`src/design/adc_aux_pkg.sv`:
```
// constants, types and register layout shared by the auxiliary function block
package adc_aux_pkg;

  // ----------------------------------------------------------------
  // clock and timing
  // ----------------------------------------------------------------
  localparam int CLK_FREQ_MHZ = 40;
  localparam int DOUT_REVERT_NS = 10;
  localparam int DOUT_REVERT_RAW = (DOUT_REVERT_NS * CLK_FREQ_MHZ + 999) / 1000;
  localparam int DOUT_REVERT_CYC = (DOUT_REVERT_RAW < 1) ? 1 : DOUT_REVERT_RAW;
  localparam int CNT_W = 16;
  localparam int REVERT_W = 4;

  // ----------------------------------------------------------------
  // register indexes
  // ----------------------------------------------------------------
  localparam logic [7:0] REG_STATUS = 8'h00;
  localparam logic [7:0] REG_MODE = 8'h01;
  localparam logic [7:0] REG_IFMODE = 8'h02;
  localparam logic [7:0] REG_DATA = 8'h04;
  localparam logic [7:0] REG_PINCFG = 8'h06;

  // status fields
  localparam int ST_READY_N = 7;
  localparam int ST_ADC_ERR = 6;
  localparam int ST_CRC_ERR = 5;
  localparam int ST_REG_ERR = 4;

  // mode fields
  localparam int MD_HIDE_DELAY = 14;
  localparam int MD_DELAY_LSB = 8;
  localparam logic [15:0] MODE_RESET = 16'hA000;

  // interface mode fields
  localparam int IF_SEQ_SYNC = 12;
  localparam int IF_DOUT_HOLD = 8;
  localparam int IF_REG_CHECK = 5;
  localparam int IF_SHORT = 0;
  localparam logic [15:0] IFMODE_RESET = 16'h0000;

  // pin configuration fields
  localparam int PC_IN_EN0 = 4;
  localparam int PC_IN_EN1 = 5;
  localparam int PC_OUT_EN0 = 6;
  localparam int PC_OUT_EN1 = 7;
  localparam int PC_FAULT_LEVEL = 8;
  localparam int PC_ERR_LSB = 9;
  localparam int PC_SYNC_EN = 11;
  localparam int PC_MUX_TIMING = 12;
  localparam int PC_UPPER_EN = 13;
  localparam logic [15:0] PINCFG_RESET = 16'h0800;
  localparam logic [15:0] PINCFG_WATCH = 16'hFEFC;

  // fault pin functions
  localparam logic [1:0] ERR_OFF = 2'b00;
  localparam logic [1:0] ERR_IN = 2'b01;
  localparam logic [1:0] ERR_OUT = 2'b10;
  localparam logic [1:0] ERR_GPO = 2'b11;

  // synchronised pin inputs
  localparam int IN_PIN0 = 0;
  localparam int IN_PIN1 = 1;
  localparam int IN_FAULT = 2;
  localparam int IN_SYNC = 3;
  localparam int IN_CS = 4;
  localparam int IN_COUNT = 5;
  localparam logic [4:0] IN_IDLE = 5'b1_1100;

  typedef struct packed {
    logic over;
    logic under;
    logic [3:0] channel;
    logic [23:0] value;
  } conv_result_t;

  typedef enum logic [1:0] {SEQ_HOLD, SEQ_DELAY, SEQ_CONVERT, SEQ_WAIT_SYNC} seq_state_t;

endpackage

```
`src/design/adc_aux_function_control.sv`:
```
// auxiliary pins, conversion sequencing, result shaping and error flags of the converter
// How it works
// - input-enabled bidir pin level lands in level bit
// - output-enabled pins drive their level bit unless also input-enabled
// - bidir pins own enables; upper pair shares one
// - fault function 11 makes it a plain output
// - mux timing latches pin levels at conversion start
// - three-bit code selects one of eight delays
// - delay without hiding lengthens every conversion
// - hiding trims filter averaging by the delay
// - hiding only for slow, non-excluded data rates
// - short-result bit rounds results to 16 bits
// - dout pin shows ready, data during reads
// - hold bit keeps data until chip select rises
// - sync low holds modulator and filter reset
// - release on the fifth clock edge after sync rises, once synchronised
// - sync rise starts conversion, ready falls after
// - sequenced sync waits for sync before next channel
// - range error flag and saturated result codes
// - checksum error clears on status read
// - register check flags changes of watched registers
// - clearing register check clears register error
// - error output drives low on any flag
// - error input ORs into conversion error flag
//
// Implementation choices: the register addresses and the address-and-strobe port.
module adc_aux_function_control
  import adc_aux_pkg::*;
#(
  parameter int DELAY_US [8] = '{0, 4, 16, 40, 100, 200, 500, 1000},
  parameter logic [4:0] ODR_FIRST_SLOW = 5'h07,
  parameter logic [4:0] NO_HIDE_A = 5'h0D,
  parameter logic [4:0] NO_HIDE_B = 5'h0F,
  parameter logic [4:0] NO_HIDE_C = 5'h10,
  parameter logic [4:0] NO_HIDE_D = 5'h13
)(
  // clock and reset
  input wire logic clk_sys,
  input wire logic resetn,
  // register port
  input wire logic [7:0] reg_addr,
  input wire logic [23:0] reg_wdata,
  input wire logic reg_wr,
  input wire logic reg_rd,
  output logic [23:0] reg_rdata,
  // general pins
  input wire logic bidir_pin_zero_in,
  output logic bidir_pin_zero_out,
  output logic bidir_pin_zero_oe_n,
  input wire logic bidir_pin_one_in,
  output logic bidir_pin_one_out,
  output logic bidir_pin_one_oe_n,
  output logic out_pin_two,
  output logic out_pin_three,
  // fault pin, open drain when reporting errors
  input wire logic fault_pin_in,
  output logic fault_pin_out,
  output logic fault_pin_oe_n,
  // sync, chip select and shared data/ready pin
  input wire logic sync_n_pin,
  input wire logic cs_n_pin,
  output logic dout_rdy_pin,
  // serial core
  input wire logic serial_dout,
  input wire logic read_active,
  input wire logic crc_mismatch,
  // converter core
  input wire logic combined_filter_sel,
  input wire logic [4:0] odr_sel,
  input wire logic [23:0] conv_time_cycles,
  input wire logic core_done,
  input wire conv_result_t core_result,
  output logic core_reset,
  output logic sample_start,
  output logic channel_advance,
  output logic [CNT_W-1:0] average_trim_cycles
);

  // ----------------------------------------------------------------
  // pin input synchronisers
  // ----------------------------------------------------------------
  logic [IN_COUNT-1:0] pins_raw;
  logic [IN_COUNT-1:0] s1;
  logic [IN_COUNT-1:0] s2;
  logic [IN_COUNT-1:0] s3;
  logic [IN_COUNT-1:0] stable;

  assign pins_raw = {cs_n_pin, sync_n_pin, fault_pin_in, bidir_pin_one_in, bidir_pin_zero_in};

  for (genvar i = 0; i < IN_COUNT; i++)
  begin : g_sync
    always_ff @(posedge clk_sys)
    begin
      if (!resetn)
      begin
        s1[i] <= IN_IDLE[i];
        s2[i] <= IN_IDLE[i];
        s3[i] <= IN_IDLE[i];
        stable[i] <= IN_IDLE[i];
      end
      else
      begin
        s1[i] <= pins_raw[i];
        s2[i] <= s1[i];
        s3[i] <= s2[i];
        if (s2[i] == s3[i])
          stable[i] <= s3[i];
      end
    end
  end

  // ----------------------------------------------------------------
  // registers and decode
  // ----------------------------------------------------------------
  logic [15:0] mode;
  logic [15:0] ifmode;
  logic [15:0] pincfg;
  logic [15:0] next_pincfg;
  logic [23:0] data_reg;
  logic [3:0] channel;
  logic ready_n;
  logic range_flag;
  logic crc_err;
  logic reg_err;
  logic [15:0] sig_ref;

  wire wr_mode = reg_wr && reg_addr == REG_MODE;
  wire wr_ifmode = reg_wr && reg_addr == REG_IFMODE;
  wire wr_pincfg = reg_wr && reg_addr == REG_PINCFG;
  wire rd_status = reg_rd && reg_addr == REG_STATUS;
  wire rd_data = reg_rd && reg_addr == REG_DATA;
  wire [1:0] err_mode = pincfg[PC_ERR_LSB +: 2];
  wire sync_lvl = stable[IN_SYNC];
  wire cs_high = stable[IN_CS];
  wire ext_err = err_mode == ERR_IN && !stable[IN_FAULT];
  wire adc_err = range_flag || ext_err;
  wire any_err = adc_err || crc_err || reg_err;
  wire [7:0] status = {ready_n, adc_err, crc_err, reg_err, channel};
  wire [23:0] read_mux = (reg_addr == REG_STATUS) ? {16'h0000, status} :
                         (reg_addr == REG_MODE) ? {8'h00, mode} :
                         (reg_addr == REG_IFMODE) ? {8'h00, ifmode} :
                         (reg_addr == REG_DATA) ? data_reg :
                         (reg_addr == REG_PINCFG) ? {8'h00, pincfg} : 24'h00_0000;

  // input-enabled pins overwrite their level bits; no enable leaves them alone
  always_comb
  begin
    next_pincfg = wr_pincfg ? reg_wdata[15:0] : pincfg;
    if (next_pincfg[PC_IN_EN0])
      next_pincfg[IN_PIN0] = stable[IN_PIN0];
    if (next_pincfg[PC_IN_EN1])
      next_pincfg[IN_PIN1] = stable[IN_PIN1];
    if (next_pincfg[PC_ERR_LSB +: 2] == ERR_IN)
      next_pincfg[PC_FAULT_LEVEL] = stable[IN_FAULT];
  end

  always_ff @(posedge clk_sys)
  begin
    if (!resetn)
    begin
      mode <= MODE_RESET;
      ifmode <= IFMODE_RESET;
      pincfg <= PINCFG_RESET;
      reg_rdata <= 24'h00_0000;
    end
    else
    begin
      if (wr_mode)
        mode <= reg_wdata[15:0];
      if (wr_ifmode)
        ifmode <= reg_wdata[15:0];
      pincfg <= next_pincfg;
      reg_rdata <= reg_rd ? read_mux : 24'h00_0000;
    end
  end

  // ----------------------------------------------------------------
  // conversion sequencer
  // ----------------------------------------------------------------
  seq_state_t state;
  seq_state_t next_state;
  logic [CNT_W-1:0] delay_cnt;
  logic [CNT_W-1:0] delay_cyc;

  wire sequenced_sync_select = ifmode[IF_SEQ_SYNC];
  wire hold_req = pincfg[PC_SYNC_EN] && !sequenced_sync_select && !sync_lvl;
  wire [2:0] delay_code = mode[MD_DELAY_LSB +: 3];
  wire odr_ok = odr_sel >= ODR_FIRST_SLOW && odr_sel != NO_HIDE_A && odr_sel != NO_HIDE_B &&
                odr_sel != NO_HIDE_C && odr_sel != NO_HIDE_D;
  wire half_ok = {7'h00, delay_cyc, 1'b0} < conv_time_cycles;
  wire hide_ok = combined_filter_sel && mode[MD_HIDE_DELAY] && half_ok && odr_ok;
  wire load_delay = next_state == SEQ_DELAY && state != SEQ_DELAY;
  wire res_take = core_done && state == SEQ_CONVERT;

  assign delay_cyc = CNT_W'(DELAY_US[delay_code] * CLK_FREQ_MHZ);
  assign core_reset = state == SEQ_HOLD;

  always_comb
  begin
    next_state = state;
    case (state)
      SEQ_HOLD:
        if (!hold_req)
          next_state = SEQ_DELAY;
      SEQ_DELAY:
        if (delay_cnt == '0)
          next_state = SEQ_CONVERT;
      SEQ_CONVERT:
        if (core_done)
          next_state = (sequenced_sync_select && !sync_lvl) ? SEQ_WAIT_SYNC : SEQ_DELAY;
      SEQ_WAIT_SYNC:
        if (sync_lvl)
          next_state = SEQ_DELAY;
      default:
        next_state = SEQ_HOLD;
    endcase
    if (hold_req)
      next_state = SEQ_HOLD;
  end

  always_ff @(posedge clk_sys)
  begin
    if (!resetn)
    begin
      state <= SEQ_HOLD;
      delay_cnt <= '0;
      sample_start <= 1'b0;
      channel_advance <= 1'b0;
      average_trim_cycles <= '0;
    end
    else
    begin
      state <= next_state;
      if (load_delay)
      begin
        delay_cnt <= delay_cyc;
        average_trim_cycles <= hide_ok ? delay_cyc : '0;
      end
      else if (state == SEQ_DELAY && delay_cnt != '0)
        delay_cnt <= delay_cnt - 1'b1;
      sample_start <= state == SEQ_DELAY && next_state == SEQ_CONVERT;
      channel_advance <= res_take;
    end
  end

  // ----------------------------------------------------------------
  // result shaping and error flags
  // ----------------------------------------------------------------
  logic [16:0] rounded;
  logic [23:0] saturated;
  logic [15:0] reg_sig;

  assign saturated = core_result.over ? 24'hFF_FFFF : core_result.under ? 24'h00_0000 : core_result.value;
  assign rounded = {1'b0, saturated[23:8]} + {16'h0000, saturated[7]};
  assign reg_sig = mode ^ (pincfg & PINCFG_WATCH);

  always_ff @(posedge clk_sys)
  begin
    if (!resetn)
    begin
      data_reg <= 24'h00_0000;
      channel <= 4'h0;
      ready_n <= 1'b1;
      range_flag <= 1'b0;
      crc_err <= 1'b0;
      reg_err <= 1'b0;
      sig_ref <= 16'h0000;
    end
    else
    begin
      if (res_take)
      begin
        if (ifmode[IF_SHORT])
          data_reg <= {8'h00, rounded[16] ? 16'hFFFF : rounded[15:0]};
        else
          data_reg <= saturated;
        channel <= core_result.channel;
        range_flag <= core_result.over || core_result.under;
      end
      if (res_take)
        ready_n <= 1'b0;
      else if (rd_data)
        ready_n <= 1'b1;
      if (crc_mismatch)
        crc_err <= 1'b1;
      else if (rd_status)
        crc_err <= 1'b0;
      if (!ifmode[IF_REG_CHECK])
      begin
        reg_err <= 1'b0;
        sig_ref <= reg_sig;
      end
      else if (reg_sig != sig_ref)
        reg_err <= 1'b1;
    end
  end

  // ----------------------------------------------------------------
  // pin drivers
  // ----------------------------------------------------------------
  logic [3:0] mux_level;
  logic dout_data;
  logic [REVERT_W-1:0] revert_cnt;

  wire mux_timing = pincfg[PC_MUX_TIMING];
  wire [3:0] pin_src = mux_timing ? mux_level : pincfg[3:0];
  wire drive0 = pincfg[PC_OUT_EN0] && !pincfg[PC_IN_EN0];
  wire drive1 = pincfg[PC_OUT_EN1] && !pincfg[PC_IN_EN1];
  wire upper_en = pincfg[PC_UPPER_EN];
  wire fault_drive = err_mode == ERR_GPO || (err_mode == ERR_OUT && any_err);

  always_ff @(posedge clk_sys)
  begin
    if (!resetn)
    begin
      mux_level <= 4'h0;
      bidir_pin_zero_out <= 1'b0;
      bidir_pin_zero_oe_n <= 1'b1;
      bidir_pin_one_out <= 1'b0;
      bidir_pin_one_oe_n <= 1'b1;
      out_pin_two <= 1'b0;
      out_pin_three <= 1'b0;
      fault_pin_out <= 1'b0;
      fault_pin_oe_n <= 1'b1;
      dout_data <= 1'b0;
      revert_cnt <= '0;
      dout_rdy_pin <= 1'b1;
    end
    else
    begin
      if (load_delay)
        mux_level <= pincfg[3:0];
      bidir_pin_zero_out <= drive0 && pin_src[0];
      bidir_pin_zero_oe_n <= !drive0;
      bidir_pin_one_out <= drive1 && pin_src[1];
      bidir_pin_one_oe_n <= !drive1;
      out_pin_two <= upper_en && pin_src[2];
      out_pin_three <= upper_en && pin_src[3];
      fault_pin_out <= err_mode == ERR_GPO && pincfg[PC_FAULT_LEVEL];
      fault_pin_oe_n <= !fault_drive;
      if (read_active)
      begin
        dout_data <= 1'b1;
        revert_cnt <= REVERT_W'(DOUT_REVERT_CYC);
      end
      else if (dout_data)
      begin
        if (ifmode[IF_DOUT_HOLD])
          dout_data <= !cs_high;
        else if (revert_cnt <= 1)
          dout_data <= 1'b0;
        else
          revert_cnt <= revert_cnt - 1'b1;
      end
      dout_rdy_pin <= dout_data ? serial_dout : ready_n;
    end
  end
endmodule // adc_aux_function_control

```
`config.mk`:
```
export PLATFORM = sky130hd
export DESIGN_NAME = adc_aux_function_control
export DESIGN_NICKNAME = d
export VERILOG_FILES = /design/src/design/adc_aux_pkg.sv /design/src/design/adc_aux_function_control.sv
export SDC_FILE = /design/constraint.sdc
export NUM_CORES = 1
export LEC_CHECK = 0
export ABC_AREA = 1
export BUFFER_PORTS_ARGS = -buffer_cell sky130_fd_sc_hd__buf_2
export CAP_MARGIN = 20
export CORE_ASPECT_RATIO = 1.75
export CORE_MARGIN = 2
export CORE_UTILIZATION = 60
export CTS_CLUSTER_DIAMETER = 80
export DETAILED_ROUTE_END_ITERATION = 10
export PLACE_DENSITY = 0.84
export REMOVE_ABC_BUFFERS = 1
export SLEW_MARGIN = 20
export SYNTH_ARGS = -nofsm -noshare
export SYNTH_HDL_FRONTEND = slang
export SYNTH_SLANG_ARGS = --single-unit
```
`constraint.sdc`:
```
create_clock -name clk_sys -period 8.85 [get_ports clk_sys]
set_input_delay 0.885 -clock clk_sys [delete_from_list [all_inputs] [get_ports clk_sys]]
set_output_delay 0.885 -clock clk_sys [all_outputs]
set_load 0.01 [all_outputs]
```
==> impl_metrics.csv, run 1 <==
group,metric,value,unit
status,outcome,"finished, final reports clean",
critical_path,critPathLaunchType,"flop",
critical_path,path_cells,"inv_1, nor2_1, inv_1, nand2_1, inv_1, ha_1, inv_1, nor2_1, ha_1, inv_1, nand2_1, nand2_1, nand3_1, nand2_1, ha_1, nand2_1, nor3_1, nand4_1, nand2_1, nand2_1, nand2_1, nor2_1, nand2_1, nand2_1",
critical_path,critPathMaxStageDelay,0.59,ns
synth,synth_compound_area_share,14.8,%
route,drt_first_pass_iters,6,
grt,grt_max_degree,84,
synth,synthTopCellsByArea,"dfxtp_1 (41%), nand2_1 (13%), nor2_1 (6.3%)",
floorplan,fp.dieW,97.9,um
critical_path,endpoint_kind,"flop",
synth,synthMuxAreaShare,0,%
synth,ys_dominant_reg_cell,"dfxtp_1",
floorplan,pin_count,157,
critical_path,cp_data_arrival_time,4.07,ns
synth,netlist_area,9250,um2
route,routedWlPerCell,15.8,um
sta,fmax,268,MHz
synth,netlist_instances,1306,
sta,holdWs,0.416,ns
power,leakage,4.96,nW
synth,synthTopCellsByCount,"nand2_1 (313), dfxtp_1 (189), nor2_1 (156), inv_1 (137), o21ai_0 (95)",
clock_tree,htree_levels,4,
synth,yosysSeqAreaShare,40.9,%
synth,async_flop_share,0,%
clock_tree,cts_resized,0,
critical_path,reg2regPathDepth,24,
cells_and_area,drive_above_1_share,15.8,%
critical_path,crit_fanout,10,
clock_tree,cts.path.max_buffers,2,
route,via_count,9156,
route,drc,0,
synth,ys_ff_latch,189,
synth,synth.avg_cell_area,7.09,um2
clock_tree,holdBufCountCts,0,
sta,tightest_slew,1.08,ns
clock_tree,clock-sinks,189,
sta,finalClockSkew,0.0113,ns
synth,ys_warn_count,0,
synth,synth_edf_count,0,
sta,hold_violations,0,
sta,drv_slew,0,
synth,synth_top_area_cell,"dfxtp_1",
worst_hold_path,hold_class,"flop to flop",
placed_design,finalWeightedCongestion,1.00,
run,max_cap_violations,0,
floorplan,start_util,60.7,%
grt,grt_pass1_wl,41100,um
route,ant_nets,0,
synth,synthAdderAreaFrac,3.52,%
clock_tree,cts_setup_buffers,0,
sta,fin_crit_sh,42.2,%
clock_tree,clockRootBuffer,"clkbuf_16",
floorplan,dieArea,16500,um2
synth,ys_types,51,
floorplan,num_rows,60,
sta,fin_tns_setup,0,ns
power,power_density,230,nW/um2
cells_and_area,n_antenna_cell,0,
sta,setup-violations-final,0,
sta,min_period,3.74,ns
route,drtIter0Drc,636,
worst_hold_path,min_path_cells,1,
placed_design,portBuffers,143,
grt,track_usage,31.0,%
sta,rsz0062_at_grt,"false",
power,ir_worst_vdd,0.164,mV
sta,slew-limit-headroom,28.0,%
clock_tree,clk_latency,0.44,ns
critical_path,worstSetupPathType,"flop to flop",
grt,grt_antenna_before_repair,0,
clock_tree,cts_tree,"yes",
synth,synth_top_cell_area_share,40.9,%
cells_and_area,nets,1558,
grt,grt-ovfl-total,0,
critical_path,cp_slowest_cell,"dfxtp_1",
synth,synth_most_common_cell,"nand2_1",
floorplan,die_h,168,um
cells_and_area,areaGrowthSynthToFinish,15.0,%
critical_path,required,9.18,ns
synth,yosys.area_share.xor_xnor,3.22,%
critical_path,crit_top_cell,"nand2_1",
synth,synth_top_family_by_area,"simple AND/OR/NAND/NOR gates",
synth,yosys.area_share.simple,29.0,%
route,vias_per_cell,5.63,
route,wl,25700,um
floorplan,fp.coreArea,15200,um2
placed_design,hpwlAfterDp,19000,um
clock_tree,clk_pin_slew,0.07,ns
grt,grt_pass1_vias,8932,
clock_tree,cts_buffers,17,
==> final timing paths <==
path                                            start                                   to  slack [ns]
worst max-delay path            mode[10]$_SDFFE_PN0P_  average_trim_cycles[8]$_SDFFE_PN0P_        5.11
worst min-delay path                 s1[3]$_SDFF_PN1_                     s2[3]$_SDFF_PN1_        0.42
worst max register to register  mode[10]$_SDFFE_PN0P_  average_trim_cycles[8]$_SDFFE_PN0P_        5.11
worst min register to register       s1[3]$_SDFF_PN1_                     s2[3]$_SDFF_PN1_        0.42
==> power breakdown <==
part | internal (mW) | switching [mW] | leakage [nW]
clock network | 0.415 | 0.387 | 0.305
registers | 0.905 | 0.0383 | 1.53
logic | 0.226 | 0.473 | 3.13
total | 1.55 | 0.898 | 4.96
==> through the flow <==
| step | std cells | utilization [%] | instance area, um2 | setup slack [ns] | power [mW] |
|---|---|---|---|---|---|
| 2_1_floorplan | 1260 | - | 9020 | 5.94 | 1.47 |
| 5_1_grt | 1626 | 69.8 | 10600 | 4.70 | 2.57 |
| 6_report | 1626 | 69.8 | 10600 | 5.11 | 2.44 |
| 3_5_place_dp | 1594 | 65.6 | 10000 | 5.19 | 1.64 |
| 3_3_place_gp | 1594 | 65.6 | 10000 | 5.28 | 1.63 |
| 4_1_cts | 1626 | 69.8 | 10600 | 5.13 | 2.44 |
==> cells by family (layout without fill, tap and decap cells) <==
family	count (synthesis)	count (layout)
AO/OA/AOI/OAI	245	245
XOR/XNOR	34	34
adder cells (fa/ha/maj)	26	26
buffers and inverters	194	324
flip-flops	189	189
other	1	5
AND/OR/NAND/NOR	617	617
==> critical path: cells and delay by family, from the launching register on <==
| family | cells | cell delay (ns) |
|---|---|---|
| flops | 1 | 0.59 |
| fa+ha+maj | 3 | 0.81 |
| simple gates | 16 | 1.76 |
| buf+inv | 5 | 0.47 |
==> placed cells by master, fill, tap and decap left out, types with 5 or more instances in the layout <==
cell type and instances:
clkinv_8 5, o21ai_0 95, nand3_1 60, a21oi_1 92, clkbuf_16 17, nand2_1 313, buf_2 143, dfxtp_1 189
nor2_2 5, nor3_1 10, nor3b_1 10, nand4_1 16, nand3_2 6, nand3b_1 9, o22ai_1 12, inv_1 137
xnor2_1 17, nand2_2 10, nor2_1 156, inv_2 5, conb_1 5, a31oi_1 11, buf_4 5, a221oi_1 7
ha_1 26, xor2_1 17, or2_2 12
==> area by class of cell <==
type                    count  area [um2]
multi-input cells         927        4690
fillers                  1320        4600
flip-flops and latches    189        3780
repair buffers            148         753
inverters                 144         541
clock buffers              17         425
well taps                 186         233
clock inverters            15         210
==> layer usage <==
metal	up-vias	global-route usage [%]	share of wire, %
li1	4471	-	-
met5	-	0	0
met1	4132	29.8	34
met4	0	23.9	8.3
met2	419	57.4	52
met3	134	5.19	5.9
Note: power is estimated with default switching activity, not from simulation.
==> inputs of run 2 (changes only) <==
--- a/config.mk
+++ b/config.mk
@@ -10,10 +10,10 @@
 export CAP_MARGIN = 20
 export CORE_ASPECT_RATIO = 1.75
 export CORE_MARGIN = 2
-export CORE_UTILIZATION = 60
+export CORE_UTILIZATION = 51
 export CTS_CLUSTER_DIAMETER = 80
 export DETAILED_ROUTE_END_ITERATION = 10
-export PLACE_DENSITY = 0.84
+export PLACE_DENSITY = 0.76
 export REMOVE_ABC_BUFFERS = 1
 export SLEW_MARGIN = 20
 export SYNTH_ARGS = -nofsm -noshare
==> constraint.sdc (replaced) <==
create_clock -name clk_sys -period 3 [get_ports clk_sys]
set_input_delay 0.3 -clock clk_sys [delete_from_list [all_inputs] [get_ports clk_sys]]
set_output_delay 0.3 -clock clk_sys [all_outputs]
set_load 0.01 [all_outputs]
==> impl_metrics.csv, run 2 (same netlist as run 1, synthesis figures left out) <==
group,metric,value,unit
critical_path,crit_family,"simple AND/OR/NAND/NOR gates",
clock_tree,clock-sinks,189,
route,drt_first_pass_iters,6,
grt,grt-ovfl-total,0,
critical_path,crit_fanout,5,
sta,fin_tns_setup,0,ns
route,ant_nets,0,
floorplan,num_rows,65,
route,via_count,9009,
critical_path,worstSetupPathType,"flop to flop",
floorplan,fp.dieW,106,um
sta,holdWs,0.0554,ns
power,leakage,5.05,nW
sta,tightest_slew,0.706,ns
clock_tree,cts_tree,"yes",
grt,track_usage,27.1,%
sta,setup-violations-final,0,
sta,hold_violations,0,
clock_tree,cts.path.max_buffers,2,
placed_design,dp_slack,-0.0204,ns
power,power_density,646,nW/um2
grt,grt_antenna_before_repair,0,
cells_and_area,final_cell_mix,"nand2_1 (306), dfxtp_1 (186), nor2_1 (151), buf_2 (143), inv_1 (133)",
sta,finalClockSkew,0.00935,ns
critical_path,path_cells,"inv_2, buf_4, o21ai_0, inv_1, ha_4, inv_2, nor2_1, nand2_1, nand3_2, nand2_2, nand3_1, nand2_1, ha_1, nand2_2, inv_1, o21ai_1, nand2_1, a21oi_2, nand2_1, nand2_2, nand2_4, nor2_1, nand2_1, nand2_1",
critical_path,cp_num_buf_inv,5,
run,max_cap_violations,0,
sta,drv_slew,0,
sta,fmax,355,MHz
grt,grt_max_degree,86,
critical_path,required,3.38,ns
clock_tree,clk_latency,0.43,ns
route,wl,26100,um
grt,grt_pass1_vias,8632,
clock_tree,clk_pin_slew,0.07,ns
floorplan,fp.coreArea,17900,um2
placed_design,finalWeightedCongestion,1.01,
critical_path,critPathMaxStageDelay,0.33,ns
critical_path,critPathLaunchType,"flop",
worst_hold_path,hold_class,"input pin to flop",
floorplan,dieArea,19300,um2
status,outcome,"finished, final reports clean",
route,drc,0,
cells_and_area,mostFrequentLayoutCell,"nand2_1",
critical_path,cp_data_arrival_time,3.19,ns
sta,fin_ws,0.187,ns
floorplan,start_util,51.7,%
placed_design,hpwlAfterDp,19600,um
route,vias_per_cell,5.32,
sta,min_period,2.81,ns
clock_tree,htree_levels,4,
route,routedWlPerCell,15.4,um
floorplan,die_h,182,um
grt,grt_pass1_wl,41300,um
sta,fin_crit_sh,93.8,%
cells_and_area,n_antenna_cell,0,
critical_path,cp_slowest_cell,"dfxtp_2",
placed_design,portBuffers,143,
cells_and_area,nets,1578,
critical_path,r2r_slack,0.19,ns
power,ir_worst_vdd,0.523,mV
cells_and_area,areaGrowthSynthToFinish,18.1,%
cells_and_area,drive_above_1_share,18.9,%
critical_path,crit_top_cell,"nand2_1",
route,drtIter0Drc,705,
power,p_total,7.06,mW
sta,slew-limit-headroom,52.8,%
clock_tree,clockRootBuffer,"clkbuf_16",
clock_tree,cts_buffers,17,
floorplan,pin_count,157,
critical_path,endpoint_kind,"flop",
-- run 2: changes by cell type in the layout (fill, tap and decap cells not counted), sizes merged --
| cell | before | now |
|---|---|---|
| clkinv | 8 | 7 |
| inv | 149 | 146 |
| clkbuf | 17 | 19 |
| clkinvlp | 1 | 3 |
| buf | 148 | 168 |
-- run 2: cell type report --
cell class | instances | area, um2
fillers | 1675 | 6970
multi-input cells | 927 | 4810
flip-flops and latches | 189 | 3790
repair buffers | 168 | 920
inverters | 144 | 541
clock buffers | 19 | 443
well taps | 234 | 293
clock inverters | 13 | 135
-- run 2: path summary, 6_finish.rpt --
| check | startpoint | to | depth (start not counted) |
|---|---|---|---|
| setup reg to reg | mode[10]$_SDFFE_PN0P_ | average_trim_cycles[8]$_SDFFE_PN0P_ | 24 |
| hold / removal | bidir_pin_one_in | s1[1]$_SDFF_PN0_ | 3 |
| hold reg to reg | s1[1]$_SDFF_PN0_ | s2[1]$_SDFF_PN0_ | 2 |
| setup / recovery | mode[10]$_SDFFE_PN0P_ | average_trim_cycles[8]$_SDFFE_PN0P_ | 24 |
-- run 2: through the flow --
| step | utilization [%] | instance area, um2 | cells |
|---|---|---|---|
| after global placement | 57.1 | 10200 | 1660 |
| after CTS | 60.3 | 10800 | 1692 |
| after global routing | 61.1 | 10900 | 1694 |
| after detailed placement | 57.1 | 10200 | 1660 |
| after floorplan | - | 9020 | 1260 |
| final | 61.1 | 10900 | 1694 |
-- run 2: tightest hold or removal path: cells and delay by family --
kind                   cells  cell delay (ns)
buffers and inverters      2             0.12
AND/OR/NAND/NOR            1             0.04
-- run 2: report_power, final --
part	internal [mW]	switching, mW
sequential	2.67	0.110
clock	1.19	1.01
combinational	0.694	1.39
total	4.55	2.51
-- run 2: per-layer routing --
layer,up-vias,wire length (um),global-route usage (%)
met4,0,1540,17.7
met3,94,1460,4.43
met5,-,0,0
met2,383,13600,50.2
li1,4513,-,-
met1,4019,9500,27.6
-- run 2: repair_timing --
item	4_1_cts	5_1_grt
pin swaps	0	9
hold buffers	0	0
hold endpoints to repair	0	0
gates resized for setup	1	34
buffers inserted	0	2
endpoints found under the setup margin	6	11
